## src/design/spim_consts.svh

```systemverilog
// Constants for the delayed-phase serial master
`ifndef SPIM_CONSTS_SVH
`define SPIM_CONSTS_SVH
`define SPIM_DIV_W 7
`define SPIM_PER_W 8
`define SPIM_DATA_W 16
`define SPIM_DIV_FLOOR 7'h03
`define SPIM_PERIOD_FLOOR 8'h04
`define SPIM_PERIOD_MAX_EVEN 8'h80
`define SPIM_PERIOD_MIN_ODD 8'h05
`define SPIM_PERIOD_MAX_ODD 8'h7F
`define SPIM_DIV_ODD_MIN 7'h04
`endif

```

## src/design/spim_pkg.sv

```systemverilog
// Types for the delayed-phase serial master
package spim_pkg;
  typedef enum logic [4:0] {
    SPIM_IDLE  = 5'b00001,
    SPIM_SETUP = 5'b00010,
    SPIM_LEAD  = 5'b00100,
    SPIM_TRAIL = 5'b01000,
    SPIM_HOLD  = 5'b10000
  } spim_state_t;
endpackage : spim_pkg

```

## src/design/spim_master.sv

```systemverilog
// Delayed-phase serial master: clock generation, framing and shifting
`timescale 1ns/1ps
`include "spim_consts.svh"

// Overview of operation
// - The frame select goes active with the first bit and stays active until the frame ends, going high for a cycle between chained frames.
// - With divisor plus one even, or divisor 0 or 2, the clock period lies in 4 to 128 cycles.
// - With divisor plus one odd and divisor above 3, the clock period lies in 5 to 127 cycles.
// - For an odd period the active half is half a cycle short and the idle half half long.
// - The polarity input chooses the idle level and so which edge launches and samples.
// - Transfers start only when both the master select and the clock phase inputs are set.
module spim_master
  import spim_pkg::*;
#(
  parameter int DATA_W = `SPIM_DATA_W
) (
  input wire logic clk_sys_i,
  input wire logic resetn_i,
  input wire logic clk_en_i,
  input wire logic master_mode_i,
  input wire logic clock_phase_i,
  input wire logic clock_polarity_i,
  input wire logic [`SPIM_DIV_W-1:0] baud_divisor_i,
  input wire logic start_i,
  input wire logic [DATA_W-1:0] tx_data_i,
  input wire logic master_in_data_line_i,
  output logic serial_clock_line_o,
  output logic master_out_data_line_o,
  output logic slave_select_frame_n_o,
  output logic [DATA_W-1:0] rx_data_o,
  output logic busy_o,
  output logic done_o
);

  localparam int BIT_W = $clog2(DATA_W + 1);

  function automatic logic [`SPIM_PER_W-1:0] period_of(input logic [`SPIM_DIV_W-1:0] div);
    if (div < `SPIM_DIV_FLOOR) begin
      period_of = `SPIM_PERIOD_FLOOR;
    end else begin
      period_of = {1'b0, div} + 8'h01;
    end
  endfunction : period_of

  spim_state_t state_r, state_nxt;
  logic [`SPIM_PER_W-1:0] period_r, period_nxt;
  logic [`SPIM_PER_W-1:0] cnt_r, cnt_nxt;
  logic [BIT_W-1:0] bits_r, bits_nxt;
  logic [DATA_W-1:0] tx_sh_r, tx_sh_nxt;
  logic [DATA_W-1:0] rx_sh_r, rx_sh_nxt;
  logic [DATA_W-1:0] rx_data_r, rx_data_nxt;
  logic sclk_r, sclk_nxt;
  logic mosi_r, mosi_nxt;
  logic ssel_n_r, ssel_n_nxt;
  logic done_r, done_nxt;
  logic pol_r, pol_nxt;
  logic [`SPIM_PER_W-1:0] lead_len;
  logic [`SPIM_PER_W-1:0] trail_len;
  logic [`SPIM_PER_W-1:0] start_per;

  // Period for a new frame, taken from the divisor at the start request
  assign start_per = period_of(baud_divisor_i);

  // Odd periods give the spare cycle to the idle half
  assign lead_len = {1'b0, period_r[`SPIM_PER_W-1:1]};
  assign trail_len = period_r - lead_len;

  always_comb begin
    state_nxt = state_r;
    period_nxt = period_r;
    cnt_nxt = cnt_r;
    bits_nxt = bits_r;
    tx_sh_nxt = tx_sh_r;
    rx_sh_nxt = rx_sh_r;
    rx_data_nxt = rx_data_r;
    sclk_nxt = sclk_r;
    mosi_nxt = mosi_r;
    ssel_n_nxt = ssel_n_r;
    done_nxt = 1'b0;
    pol_nxt = pol_r;
    case (state_r)
      SPIM_IDLE: begin
        // Polarity may only move while idle, never mid-frame
        pol_nxt = clock_polarity_i;
        sclk_nxt = clock_polarity_i;
        ssel_n_nxt = 1'b1;
        if (start_i && master_mode_i && clock_phase_i) begin
          period_nxt = start_per;
          tx_sh_nxt = {tx_data_i[DATA_W-2:0], 1'b0};
          mosi_nxt = tx_data_i[DATA_W-1];
          bits_nxt = BIT_W'(DATA_W);
          ssel_n_nxt = 1'b0;
          cnt_nxt = {1'b0, start_per[`SPIM_PER_W-1:1]} - 8'h01;
          state_nxt = SPIM_SETUP;
        end
      end
      SPIM_SETUP: begin
        // First bit stands half a period ahead of the first edge
        if (cnt_r == 8'h00) begin
          sclk_nxt = ~pol_r;
          rx_sh_nxt = {rx_sh_r[DATA_W-2:0], master_in_data_line_i};
          cnt_nxt = lead_len - 8'h01;
          state_nxt = SPIM_LEAD;
        end else begin
          cnt_nxt = cnt_r - 8'h01;
        end
      end
      SPIM_LEAD: begin
        if (cnt_r == 8'h00) begin
          sclk_nxt = pol_r;
          bits_nxt = bits_r - BIT_W'(1);
          if (bits_r != BIT_W'(1)) begin
            mosi_nxt = tx_sh_r[DATA_W-1];
            tx_sh_nxt = {tx_sh_r[DATA_W-2:0], 1'b0};
          end
          cnt_nxt = trail_len - 8'h01;
          state_nxt = SPIM_TRAIL;
        end else begin
          cnt_nxt = cnt_r - 8'h01;
        end
      end
      SPIM_TRAIL: begin
        if (cnt_r == 8'h00) begin
          if (bits_r == '0) begin
            cnt_nxt = lead_len - 8'h01;
            state_nxt = SPIM_HOLD;
          end else begin
            sclk_nxt = ~pol_r;
            rx_sh_nxt = {rx_sh_r[DATA_W-2:0], master_in_data_line_i};
            cnt_nxt = lead_len - 8'h01;
            state_nxt = SPIM_LEAD;
          end
        end else begin
          cnt_nxt = cnt_r - 8'h01;
        end
      end
      SPIM_HOLD: begin
        // Select held through a trailing gap after the last edge
        if (cnt_r == 8'h00) begin
          ssel_n_nxt = 1'b1;
          rx_data_nxt = rx_sh_r;
          done_nxt = 1'b1;
          state_nxt = SPIM_IDLE;
        end else begin
          cnt_nxt = cnt_r - 8'h01;
        end
      end
      default: begin
        state_nxt = SPIM_IDLE;
        ssel_n_nxt = 1'b1;
      end
    endcase
  end

  always_ff @(posedge clk_sys_i) begin
    if (!resetn_i) begin
      state_r <= SPIM_IDLE;
      period_r <= `SPIM_PERIOD_FLOOR;
      cnt_r <= 8'h00;
      bits_r <= '0;
      tx_sh_r <= '0;
      rx_sh_r <= '0;
      rx_data_r <= '0;
      sclk_r <= 1'b0;
      mosi_r <= 1'b0;
      ssel_n_r <= 1'b1;
      done_r <= 1'b0;
      pol_r <= 1'b0;
    end else if (clk_en_i) begin
      state_r <= state_nxt;
      period_r <= period_nxt;
      cnt_r <= cnt_nxt;
      bits_r <= bits_nxt;
      tx_sh_r <= tx_sh_nxt;
      rx_sh_r <= rx_sh_nxt;
      rx_data_r <= rx_data_nxt;
      sclk_r <= sclk_nxt;
      mosi_r <= mosi_nxt;
      ssel_n_r <= ssel_n_nxt;
      done_r <= done_nxt;
      pol_r <= pol_nxt;
    end
  end

  assign serial_clock_line_o = sclk_r;
  assign master_out_data_line_o = mosi_r;
  assign slave_select_frame_n_o = ssel_n_r;
  assign rx_data_o = rx_data_r;
  assign busy_o = (state_r != SPIM_IDLE);
  assign done_o = done_r;

  // Helper counters: cycles since the last leading edge and in the active half
  logic [`SPIM_PER_W-1:0] per_cnt_r;
  logic [`SPIM_PER_W-1:0] act_cnt_r;
  logic seen_r;
  logic lead_edge;
  logic trail_edge;
  // Idle polarity moves are not clock edges of a frame
  assign lead_edge = clk_en_i && (sclk_nxt != sclk_r) && (sclk_nxt == ~pol_r) &&
                     (state_r != SPIM_IDLE);
  assign trail_edge = clk_en_i && (sclk_nxt != sclk_r) && (sclk_nxt == pol_r) &&
                      (state_r != SPIM_IDLE);

  always_ff @(posedge clk_sys_i) begin
    if (!resetn_i) begin
      per_cnt_r <= 8'h00;
      act_cnt_r <= 8'h00;
      seen_r <= 1'b0;
    end else if (clk_en_i) begin
      per_cnt_r <= lead_edge ? 8'h01 : per_cnt_r + 8'h01;
      act_cnt_r <= lead_edge ? 8'h01 : act_cnt_r + 8'h01;
      seen_r <= (state_r == SPIM_IDLE) ? 1'b0 : (seen_r | lead_edge);
    end
  end

  AST_SSEL_FRAME: assert property (@(posedge clk_sys_i) disable iff (!resetn_i)
    (state_r inside {SPIM_SETUP, SPIM_LEAD, SPIM_TRAIL, SPIM_HOLD}) |-> !slave_select_frame_n_o)
    else $error("select not active during frame");

  AST_SSEL_BEFORE_EDGE: assert property (@(posedge clk_sys_i) disable iff (!resetn_i)
    lead_edge |-> !ssel_n_r ##1 !slave_select_frame_n_o)
    else $error("clock edge without active select");

  AST_PERIOD_EVEN: assert property (@(posedge clk_sys_i) disable iff (!resetn_i)
    (busy_o && !period_r[0]) |-> (period_r >= `SPIM_PERIOD_FLOOR &&
     period_r <= `SPIM_PERIOD_MAX_EVEN))
    else $error("even period out of range");

  AST_PERIOD_ODD: assert property (@(posedge clk_sys_i) disable iff (!resetn_i)
    (busy_o && period_r[0]) |-> (period_r >= `SPIM_PERIOD_MIN_ODD &&
     period_r <= `SPIM_PERIOD_MAX_ODD))
    else $error("odd period out of range");

  AST_ACTIVE_HALF: assert property (@(posedge clk_sys_i) disable iff (!resetn_i)
    trail_edge |-> (act_cnt_r == {1'b0, period_r[`SPIM_PER_W-1:1]}))
    else $error("active half length wrong");

  AST_LEAD_LEVEL: assert property (@(posedge clk_sys_i) disable iff (!resetn_i)
    (lead_edge && busy_o) |=> (serial_clock_line_o != pol_r))
    else $error("leading edge goes to wrong level");

  AST_MODE_GATE: assert property (@(posedge clk_sys_i) disable iff (!resetn_i)
    (clk_en_i && state_r == SPIM_IDLE && !(master_mode_i && clock_phase_i)) |=>
    state_r == SPIM_IDLE)
    else $error("transfer started outside delayed-phase master mode");

  AST_PERIOD_LEN: assert property (@(posedge clk_sys_i) disable iff (!resetn_i)
    (lead_edge && seen_r) |-> (per_cnt_r == period_r))
    else $error("clock period differs from divisor setting");

endmodule : spim_master

```

## config.mk

```make
export PLATFORM = sky130hd
export DESIGN_NAME = spim_master
export DESIGN_NICKNAME = d
export VERILOG_FILES = /design/src/design/spim_pkg.sv /design/src/design/spim_master.sv
export VERILOG_INCLUDE_DIRS = /design/src /design/src/design
export SDC_FILE = /design/constraint.sdc
export NUM_CORES = 1
export LEC_CHECK = 0
export BUFFER_PORTS_ARGS = -buffer_cell sky130_fd_sc_hd__buf_2
export CORE_UTILIZATION = 55
export DETAILED_ROUTE_END_ITERATION = 7
export PLACE_DENSITY = 0.76
export SETUP_SLACK_MARGIN = 0.15
export SKIP_LAST_GASP = 1
export SYNTH_ARGS = -nofsm -noshare
export SYNTH_HDL_FRONTEND = slang
export SYNTH_SLANG_ARGS = --single-unit
export TNS_END_PERCENT = 5
```

## constraint.sdc

```tcl
create_clock -name clk_sys_i -period 2.9 [get_ports clk_sys_i]
set_input_delay 0.58 -clock clk_sys_i [delete_from_list [all_inputs] [get_ports clk_sys_i]]
set_output_delay 0.58 -clock clk_sys_i [all_outputs]
set_load 0.02 [all_outputs]
```

==> flow_summary.json, run 1 <==
{
  "mostFrequentLayoutCells": "nand2_1 (89), dfxtp_1 (78), nor2_1 (62), buf_2 (51), a21oi_1 (36)",
  "hold_violations": 0,
  "cap_violations": 0,
  "areaGrowthSynthToFinish_pct": 9.868,
  "async_flop_share_pct": 0,
  "nets": 633,
  "synth_area_mm2": 0.004539,
  "numCtsBuffers": 9,
  "maximum_number_of_pins_on_one_net_before_global_route_repair": 57,
  "cts_post_setup_buffers_inserted": 0,
  "number_of_inserted_filler_cells_in_the_final_layout": 703,
  "layout_commonest_cell": "nand2_1",
  "first_pass_grt_wire_length_mm": 17.36,
  "unrepaired_setup_endpoints_after_global_routing": "false",
  "syn_nets": 599,
  "critical_path_class": "flop to flop",
  "vias_in_the_first_global_route": 3663,
  "initialDrtViolationCount": 201,
  "number_of_synthesized_flops_with_an_enable_pin": 0,
  "buffer_depth_of_the_longest_clock_path": 2,
  "globalplace.congestion": 0.9058,
  "drt_first_pass_iters": 7,
  "cp_slowest_cell": "nor3b_1",
  "timing.slew.headroom_pct": 52.33,
  "timing.critical_path.from_type": "flop",
  "insertion_delay_ns": 0.36,
  "buffer_ports.inserted": 51,
  "post-route-min-period_ns": 2.505,
  "yosysUniqueCellTypes": 59,
  "drt.antenna.violating_nets": 0,
  "slew_at_the_pin_with_the_worst_max_slew_slack_ns": 0.7111,
  "worst-endpoint-arrival_ns": 2.77,
  "antenna_found_initial": 0,
  "synth.ff_latch_count": 78,
  "post-route-drc-count": 0,
  "yosys_warn_count": 0,
  "postPlaceCellArea_mm2": 0.004791,
  "totalWireLength_mm": 10.48,
  "boundary_pins": 52,
  "cts_tree": "built",
  "die_y_um": 92.85,
  "dpl_worst_slack_ns": 0.3643,
  "placeableCoreArea_mm2": 0.007848,
  "syn_area_cell_um2": 8.314,
  "status": "complete, no violations",
  "critPathMaxFanout": 31,
  "cts.sink_count": 78,
  "synth_cells": 546,
  "critical_path.n_buffers_inverters": 2,
  "globalRouteTotalUtil_pct": 25.32,
  "viasPerCell": 5.878,
  "dieWidth_um": 92.85,
  "timing.critical_path.required_ns": 3.17,
  "max_clock_freq_mhz": 399.2,
  "htreeDepth": 3,
  "n_antenna_cell": 0,
  "crit_family": "simple AND/OR/NAND/NOR gates",
  "cpPeakStageDelay_ns": 0.40,
  "setup_ws_ns": 0.3948,
  "worstPathCellList": "inv_1 > ha_1 > nor3b_1 > nand2_4 > o22ai_4 > and3_1 > buf_4 > nor2_1 > a311oi_2",
  "ys_seq_area_share_pct": 34.40,
  "max-vdd-ir-drop_mv": 0.2764,
  "number_of_buffers_inserted_by_hold_repair_at_cts": 0,
  "die_area_mm2": 0.008621,
  "totalNegativeSetupSlack_ns": 0,
  "route.vias.total": 4038,
  "dominantRegCellSynth": "dfxtp_1",
  "dp_hpwl_mm": 7.478,
  "leakage_power_nw": 2.023,
  "timing.clock.skew_ns": 0.008173,
  "layout_worst_path_cycle_share_pct": 86.39,
  "cts_resized": 0,
  "finalSetupViolations": 0,
  "wl_per_cell_um": 15.25,
  "grt_remaining_overflow": 0,
  "power-per-cell-area_mw_per_mm2": 503.6,
  "worstSetupEndpointType": "flop",
  "initial_utilization_pct": 57.84,
  "path_clk_slew_ns": 0.08,
  "min-delay-path-class": "flop to flop",
  "report.final.slew_viol_count": 0,
  "fp-row-count": 32,
  "finalInstanceArea_mm2": 0.004987,
  "root_cell_of_the_clock_tree": "clkbuf_8",
  "drive_gt1_share_pct": 17.78
}
-- cells in the mapped netlist (2+ instances only) --
library cell	n	share of area, %
a211o_1	3	0.58
a211oi_1	7	1.2
a21boi_0	3	0.50
a21oi_1	36	4.0
a311oi_1	2	0.39
a311oi_2	15	5.0
a31oi_1	3	0.41
and2_1	4	0.55
and3_1	7	0.96
and3b_1	2	0.39
buf_2	3	0.33
buf_4	5	0.83
buf_6	4	0.99
clkbuf_1	20	1.7
dfxtp_1	78	34
ha_1	21	5.8
inv_1	18	1.5
inv_2	2	0.17
mux2i_1	19	4.2
nand2_1	89	7.4
nand2b_1	5	0.69
nand3_1	14	1.5
nand3_2	2	0.44
nand3b_1	4	0.66
nand4_1	5	0.69
nor2_1	62	5.1
nor2b_1	3	0.41
nor3_1	12	1.3
nor3b_1	5	0.83
nor4_1	3	0.41
o211ai_1	5	0.83
o21ai_0	13	1.4
o21ai_1	2	0.22
o221a_2	3	0.74
o221ai_1	2	0.39
o22ai_1	7	0.96
o31ai_1	8	1.3
or4_1	3	0.50
xnor2_1	12	2.3
xor2_1	16	3.1
-- worst reg2reg max path, cell delays in order (launching register included) --
cell and delay, ns:
dfxtp_1 0.36, inv_1 0.10, ha_1 0.19, nor3b_1 0.40, nand2_4 0.21, o22ai_4 0.25
and3_1 0.18, buf_4 0.35, nor2_1 0.12, a311oi_2 0.27
-- routing by layer --
metal,GRT usage [%],wire length (um),up-vias
li1,-,-,1988
met1,33.13,4789,1918
met2,41.85,5030,107
met3,3.695,412,25
met4,9.872,248,0
met5,0,0,-
-- final timing paths --
| path | from | endpoint | slack, ns | depth (start not counted) |
|---|---|---|---|---|
| worst max-delay path | cnt_r[0]$_SDFFE_PN0P_ | tx_sh_r[13]$_SDFFE_PN0P_ | 0.39 | 9 |
| worst min-delay path | rx_data_o[2]$_SDFFE_PN0P_ | rx_data_o[2]$_SDFFE_PN0P_ | 0.45 | 2 |
| worst max register to register | cnt_r[0]$_SDFFE_PN0P_ | tx_sh_r[13]$_SDFFE_PN0P_ | 0.39 | 9 |
| worst min register to register | rx_data_o[2]$_SDFFE_PN0P_ | rx_data_o[2]$_SDFFE_PN0P_ | 0.45 | 2 |
-- sequential cells by signal, indices dropped and copies added (netlist names) --
| name | cells |
|---|---|
| done_o | 1 |
| bits_r | 5 |
| period_r | 8 |
| serial_clock_line_o | 1 |
| rx_sh_r | 16 |
| state_r | 5 |
| slave_select_frame_n_o | 1 |
| tx_sh_r | 15 |
| master_out_data_line_o | 1 |
| pol_r | 1 |
| rx_data_o | 16 |
| cnt_r | 8 |
-- area by class of cell --
cell class                      count  area [um^2]  share of cell area, %
Clock buffer                       10        127.6                  2.559
Clock inverter                      6        68.82                  1.380
Inverter                           20        75.07                  1.505
Multi-Input combinational cell    413         2706                  54.27
Sequential cell                    78         1562                  31.31
Tap cell                          102        127.6                  2.559
Timing Repair Buffer               58        320.3                  6.422
-- power breakdown --
group | switching, mW | total [mW] | internal, mW
Clock | 0.435 | 0.840 | 0.404
Combinational | 0.322 | 0.526 | 0.205
Sequential | 0.0408 | 1.15 | 1.11
Total | 0.798 | 2.51 | 1.71
-- metrics by stage --
| step | total power [mW] | cells | hold WS, ns | utilization [%] |
|---|---|---|---|---|
| floorplan | 1.591 | 546 | 0.4360 | - |
| global placement | 1.672 | 671 | 0.4373 | 61.05 |
| detailed placement | 1.688 | 671 | 0.4416 | 61.05 |
| CTS | 2.514 | 687 | 0.4539 | 63.55 |
| global route | 2.624 | 687 | 0.4563 | 63.55 |
| finish | 2.512 | 687 | 0.4513 | 63.55 |
-- cells by family (layout without fill, tap and decap cells) --
logic type	Yosys count	after routing	share of synthesized area, %
and+or+nand+nor	225	225	23.43
AOI/OAI and AO/OA	118	118	20.12
DFF	78	78	34.40
buffers and inverters	55	94	5.981
xor gates and xnor gates	28	28	5.402
adders and majority gates	22	22	6.229
muxes	20	20	4.438
No activity file was read; power rests on OpenSTA's default activity.
==> run 2: changes to the inputs <==
--- a/config.mk
+++ b/config.mk
@@ -8,8 +8,9 @@
 export LEC_CHECK = 0
 export BUFFER_PORTS_ARGS = -buffer_cell sky130_fd_sc_hd__buf_2
 export CORE_UTILIZATION = 55
+export CTS_BUF_LIST = sky130_fd_sc_hd__clkbuf_4 sky130_fd_sc_hd__clkbuf_8
 export DETAILED_ROUTE_END_ITERATION = 7
-export PLACE_DENSITY = 0.76
+export PLACE_DENSITY = 0.79
 export SETUP_SLACK_MARGIN = 0.15
 export SKIP_LAST_GASP = 1
 export SYNTH_ARGS = -nofsm -noshare
==> constraint.sdc (replaced) <==
create_clock -name clk_sys_i -period 2.3 [get_ports clk_sys_i]
set_input_delay 0.46 -clock clk_sys_i [delete_from_list [all_inputs] [get_ports clk_sys_i]]
set_output_delay 0.46 -clock clk_sys_i [all_outputs]
set_load 0.02 [all_outputs]
==> run 2 against run 1 <==
Clock skew increased by 0.0058 ns. Design area up 7.2%. Largest power group unchanged. Critical endpoint is now cnt_r[3]$_SDFFE_PN0P_. First-iteration DRC count increased by 60%. Critical path depth shrank 2. Clock power increased by 39%. Die area unchanged. Highest routed layer unchanged.
==> flow_summary.json, run 2 (synthesis gave the netlist of run 1 again) <==
{
  "status": "complete, no violations",
  "areaGrowthSynthToFinish_pct": 17.81,
  "power_mw": 3.393,
  "globalplace.congestion": 0.8953,
  "first_pass_grt_wire_length_mm": 17.68,
  "route.vias.total": 4109,
  "finalSetupViolations": 0,
  "dieWidth_um": 92.85,
  "number_of_buffers_inserted_by_hold_repair_at_cts": 0,
  "dp_hpwl_mm": 7.722,
  "buffer_ports.inserted": 51,
  "report.final.slew_viol_count": 0,
  "totalWireLength_mm": 10.99,
  "timing.critical_path.from_type": "flop",
  "placeableCoreArea_mm2": 0.007848,
  "worst-endpoint-arrival_ns": 2.35,
  "drt.antenna.violating_nets": 0,
  "min-delay-path-class": "input pin to flop",
  "mostFrequentLayoutCells": "nand2_1 (89), dfxtp_1 (75), nor2_1 (62), buf_2 (51), a21oi_1 (34)",
  "root_cell_of_the_clock_tree": "clkbuf_8",
  "cap_violations": 0,
  "post-route-min-period_ns": 2.058,
  "number_of_inserted_filler_cells_in_the_final_layout": 632,
  "grt_remaining_overflow": 0,
  "path_clk_slew_ns": 0.08,
  "unrepaired_setup_endpoints_after_global_routing": "true",
  "totalNegativeSetupSlack_ns": 0,
  "numCtsBuffers": 9,
  "nets": 658,
  "fp-row-count": 32,
  "vias_in_the_first_global_route": 3781,
  "maximum_number_of_pins_on_one_net_before_global_route_repair": 41,
  "max-vdd-ir-drop_mv": 0.4889,
  "post-route-drc-count": 0,
  "cts_tree": "built",
  "max_clock_freq_mhz": 486.0,
  "antenna_found_initial": 0,
  "wl_per_cell_um": 15.43,
  "worstSetupEndpointType": "flop",
  "buffer_depth_of_the_longest_clock_path": 2,
  "power-per-cell-area_mw_per_mm2": 634.4,
  "critPathMaxFanout": 4,
  "layout_worst_path_cycle_share_pct": 89.46,
  "globalRouteTotalUtil_pct": 25.59,
  "critical_path_class": "flop to flop",
  "drt_first_pass_iters": 8,
  "cts.sink_count": 78,
  "initial_utilization_pct": 57.84,
  "layout_commonest_cell": "nand2_1",
  "initialDrtViolationCount": 322,
  "insertion_delay_ns": 0.35,
  "leakage_power_nw": 2.190,
  "htreeDepth": 3,
  "n_antenna_cell": 0,
  "drive_gt1_share_pct": 24.43,
  "boundary_pins": 52,
  "hold_violations": 0,
  "slew_at_the_pin_with_the_worst_max_slew_slack_ns": 0.4776,
  "die_y_um": 92.85,
  "die_area_mm2": 0.008621,
  "timing.clock.skew_ns": 0.01395,
  "timing.slew.headroom_pct": 68.06,
  "timing.critical_path.required_ns": 2.59,
  "viasPerCell": 5.771
}
run 2: stage by stage:
step	hold slack [ns]	utilization (%)	setup slack, ns	cell area (um^2)	std cells
after floorplan	0.4360	-	0.1751	4557	546
after global placement	0.4379	63.38	0.06171	4974	690
after detailed placement	0.4422	63.38	0.008793	4974	690
after CTS	0.3393	66.47	0.1230	5216	707
after global routing	0.3580	68.14	0.1302	5348	712
final	0.3508	68.14	0.2425	5348	712
run 2: path summary, 6_finish.rpt:
kind	start	end	slack, ns	cells after the start
worst max-delay path	period_r[4]$_SDFFE_PN0P_	cnt_r[3]$_SDFFE_PN0P_	0.24	7
worst min-delay path	master_in_data_line_i	rx_sh_r[0]$_SDFFE_PN0P_	0.35	3
worst max register to register	period_r[4]$_SDFFE_PN0P_	cnt_r[3]$_SDFFE_PN0P_	0.24	7
worst min register to register	rx_data_o[0]$_SDFFE_PN0P_	rx_data_o[0]$_SDFFE_PN0P_	0.45	2
run 2: report_power, final:
group	leakage [nW]	internal, mW	switching, mW	total, mW
logic	1.45	0.337	0.446	0.783
clock network	0.107	0.631	0.538	1.17
registers	0.633	1.39	0.0472	1.44
run 2: routing by layer:
| metal | track usage, % | routed length [um] | vias up |
|---|---|---|---|
| li1 | - | - | 2026 |
| met1 | 33.35 | 4955 | 1957 |
| met2 | 43.32 | 5355 | 113 |
| met3 | 4.269 | 553 | 13 |
| met4 | 7.308 | 121 | 0 |
| met5 | 0 | 0 | - |
run 2: what timing repair did:
item	CTS	global route
pin swaps	2	5
cloned	0	1
setup endpoints to repair	17	54
setup buffers	1	4
resized for setup	4	18
run 2: worst max-delay path, stage by stage (launching register included):
cell	delay, ns
dfxtp_1	0.40
inv_1	0.11
ha_1	0.34
or4_1	0.51
a211oi_1	0.26
o31ai_1	0.11
o211ai_1	0.11
a32o_1	0.17
run 2: final cells by class:
type / instances / area [um^2] / area share, %
multi-input cells: 413 / 2798 / 52.32
flip-flops and latches: 78 / 1570 / 29.36
repair buffers: 83 / 550.5 / 10.29
clock buffers: 10 / 131.4 / 2.457
well taps: 102 / 127.6 / 2.387
clock inverters: 6 / 92.59 / 1.731
inverters: 20 / 77.57 / 1.451
==> run 3: changes to the inputs <==
--- a/config.mk
+++ b/config.mk
@@ -6,11 +6,11 @@
 export SDC_FILE = /design/constraint.sdc
 export NUM_CORES = 1
 export LEC_CHECK = 0
-export BUFFER_PORTS_ARGS = -buffer_cell sky130_fd_sc_hd__buf_2
+export BUFFER_PORTS_ARGS = -buffer_cell sky130_fd_sc_hd__clkbuf_2
 export CORE_UTILIZATION = 55
 export CTS_BUF_LIST = sky130_fd_sc_hd__clkbuf_4 sky130_fd_sc_hd__clkbuf_8
 export DETAILED_ROUTE_END_ITERATION = 7
-export PLACE_DENSITY = 0.79
+export PLACE_DENSITY = 0.82
 export SETUP_SLACK_MARGIN = 0.15
 export SKIP_LAST_GASP = 1
 export SYNTH_ARGS = -nofsm -noshare
==> constraint.sdc (replaced) <==
create_clock -name clk_sys_i -period 1.9 [get_ports clk_sys_i]
set_input_delay 0.38 -clock clk_sys_i [delete_from_list [all_inputs] [get_ports clk_sys_i]]
set_output_delay 0.38 -clock clk_sys_i [all_outputs]
set_load 0.02 [all_outputs]
==> run 3 against run 2 <==
The run now ends with setup timing left. Hold slack got worse by 0.096 ns. Non-clock buffer count up 49. Die area unchanged. Worst setup slack got worse by 0.35 ns. Clock skew is 0.0035 ns lower. Critical path type unchanged. Critical endpoint is now tx_sh_r[7]$_SDFFE_PN0P_. Largest cell class unchanged. Highest routed layer unchanged.
==> flow_summary.json, run 3 (synthesis gave the netlist of run 1 again) <==
{
  "drt_first_pass_iters": 5,
  "totalNegativeSetupSlack_ns": -1.036,
  "post-route-drc-count": 0,
  "vias_in_the_first_global_route": 4328,
  "comb_power_share_pct": 28.8,
  "setup_ws_ns": -0.1048,
  "leakage_power_nw": 2.435,
  "totalWireLength_mm": 12.45,
  "cts_tree": "built",
  "nets": 707,
  "layout_commonest_cell": "nand2_1",
  "buffer_depth_of_the_longest_clock_path": 2,
  "r2r_slack_ns": -0.10,
  "dieWidth_um": 92.85,
  "dp_hpwl_mm": 8.620,
  "die_y_um": 92.85,
  "power-per-cell-area_mw_per_mm2": 699.7,
  "cap_violations": 0,
  "critical_path_depth": 9,
  "placeableCoreArea_mm2": 0.007848,
  "initialDrtViolationCount": 395,
  "path_clk_slew_ns": 0.09,
  "cpPeakStageDelay_ns": 0.33,
  "globalplace.congestion": 0.9268,
  "first_pass_grt_wire_length_mm": 20.24,
  "crit-reg2reg-capture": "tx_sh_r[7]$_SDFFE_PN0P_",
  "finalSetupViolations": 20,
  "antenna_found_initial": 0,
  "buffer_ports.inserted": 51,
  "status": "complete, but fails checks",
  "critical_path_class": "flop to flop",
  "hold_violations": 0,
  "min-delay-path-class": "input pin to flop",
  "drt.antenna.violating_nets": 0,
  "p_sw_share_pct": 32.00,
  "die_area_mm2": 0.008621,
  "boundary_pins": 52,
  "cellInternalPower_mw": 2.743,
  "worstPathCellList": "inv_2 > ha_4 > nor3b_4 > nand2_4 > o22ai_4 > and3_4 > bufbuf_16 > nor2_1 > a311oi_2",
  "worstSetupEndpointType": "flop",
  "max-vdd-ir-drop_mv": 0.6185,
  "globalRouteTotalUtil_pct": 29.47,
  "report.final.slew_viol_count": 0,
  "crit_family": "simple AND/OR/NAND/NOR gates",
  "hold_path.startpoint": "tx_data_i[0]",
  "worstSetupEndpoint": "tx_sh_r[7]$_SDFFE_PN0P_",
  "max_clock_freq_mhz": 498.8,
  "failed_checks": "setup timing",
  "critPathMaxFanout": 8,
  "cp_slowest_cell": "dfxtp_2",
  "n_antenna_cell": 0,
  "numCtsBuffers": 9,
  "wl_per_cell_um": 16.39,
  "grt_remaining_overflow": 0,
  "critical_path.reg2reg.startpoint": "cnt_r[0]$_SDFFE_PN0P_",
  "timing.critical_path.required_ns": 2.17,
  "drive_gt1_share_pct": 31.91,
  "worstRegToRegCells": 9,
  "maximum_number_of_pins_on_one_net_before_global_route_repair": 23,
  "post-route-min-period_ns": 2.005,
  "initial_utilization_pct": 57.84,
  "power_mw": 4.034,
  "worst-endpoint-arrival_ns": 2.28,
  "fp-row-count": 32,
  "slew_at_the_pin_with_the_worst_max_slew_slack_ns": 0.4467,
  "p_clk_share_pct": 27.9,
  "timing.critical_path.from_type": "flop",
  "route.vias.total": 4470,
  "viasPerCell": 5.882,
  "p_sw_mw": 1.291,
  "areaGrowthSynthToFinish_pct": 27.01,
  "critical_path.n_buffers_inverters": 2,
  "timing.hold.ws_ns": 0.2553,
  "timing.slew.headroom_pct": 70.18,
  "insertion_delay_ns": 0.36,
  "layout_worst_path_cycle_share_pct": 105.5,
  "cts.sink_count": 78,
  "timing.clock.skew_ns": 0.01047,
  "root_cell_of_the_clock_tree": "clkbuf_8",
  "mostFrequentLayoutCells": "nand2_1 (88), buf_4 (73), dfxtp_1 (69), nor2_1 (60), clkbuf_2 (51)",
  "seqPwrFrac_pct": 43.3,
  "startpoint": "cnt_r[0]$_SDFFE_PN0P_",
  "htreeDepth": 3,
  "unrepaired_setup_endpoints_after_global_routing": "true"
}
==> run 3: per-layer routing <==
| metal | routed length [um] | track usage (%) | vias up |
|---|---|---|---|
| met5 | 0 | 0 | - |
| met4 | 350 | 11.79 | 0 |
| met3 | 924 | 5.993 | 42 |
| met2 | 6130 | 49.57 | 205 |
| met1 | 5048 | 36.68 | 2087 |
| li1 | - | - | 2136 |
==> run 3: area by class of cell <==
| class | instances | area (um^2) |
|---|---|---|
| multi-input cells | 413 | 2833 |
| flip-flops and latches | 78 | 1578 |
| clock inverters | 5 | 31.28 |
| repair buffers | 132 | 978.4 |
| clock buffers | 10 | 137.6 |
| well taps | 102 | 127.6 |
| fillers | 574 | 2082 |
| inverters | 20 | 80.08 |
==> run 3: power groups by stage <==
stage          Combinational (mW)  Clock [mW]  Sequential [mW]
4_1_cts                      1.11        1.13             1.74
6_report                     1.16        1.13             1.75
3_5_place_dp                 1.01           0             1.78
3_3_place_gp                0.982           0             1.78
2_1_floorplan               0.702           0             1.77
5_1_grt                      1.25        1.20             1.75
==> run 3: worst min-delay path: stages <==
cell and delay [ns]:
clkbuf_2 0.08, nand2_1 0.05, a21oi_1 0.06
==> run 3: metrics by stage <==
| step | worst slack (ns) | instance area [um^2] | std cells | utilization, % |
|---|---|---|---|---|
| 2_1_floorplan | -0.04972 | 4661 | 546 | - |
| 6_report | -0.1048 | 5766 | 760 | 73.47 |
| 5_1_grt | -0.2013 | 5766 | 760 | 73.47 |
| 3_3_place_gp | -0.1086 | 5365 | 732 | 68.37 |
| 4_1_cts | -0.09211 | 5725 | 760 | 72.96 |
| 3_5_place_dp | -0.1738 | 5365 | 732 | 68.37 |
==> run 3: worst min path at each step <==
stage                                  to  slack [ns]  cells after the start
6_report          tx_sh_r[1]$_SDFFE_PN0P_        0.26                      3
5_1_grt           tx_sh_r[1]$_SDFFE_PN0P_        0.27                      3
4_1_cts           tx_sh_r[1]$_SDFFE_PN0P_        0.25                      3
3_5_place_dp    rx_data_o[4]$_SDFFE_PN0P_        0.44                      2
3_3_place_gp    rx_data_o[5]$_SDFFE_PN0P_        0.44                      2
2_1_floorplan  rx_data_o[15]$_SDFFE_PN0P_        0.44                      2
==> run 3: what timing repair did <==
item | in CTS | in global routing
setup buffers | 10 | 0
pin swaps | 8 | 0
gates cloned | 3 | 0
hold buffers | 0 | 0
resized for setup | 7 | 13
endpoints found under the setup margin | 65 | 75
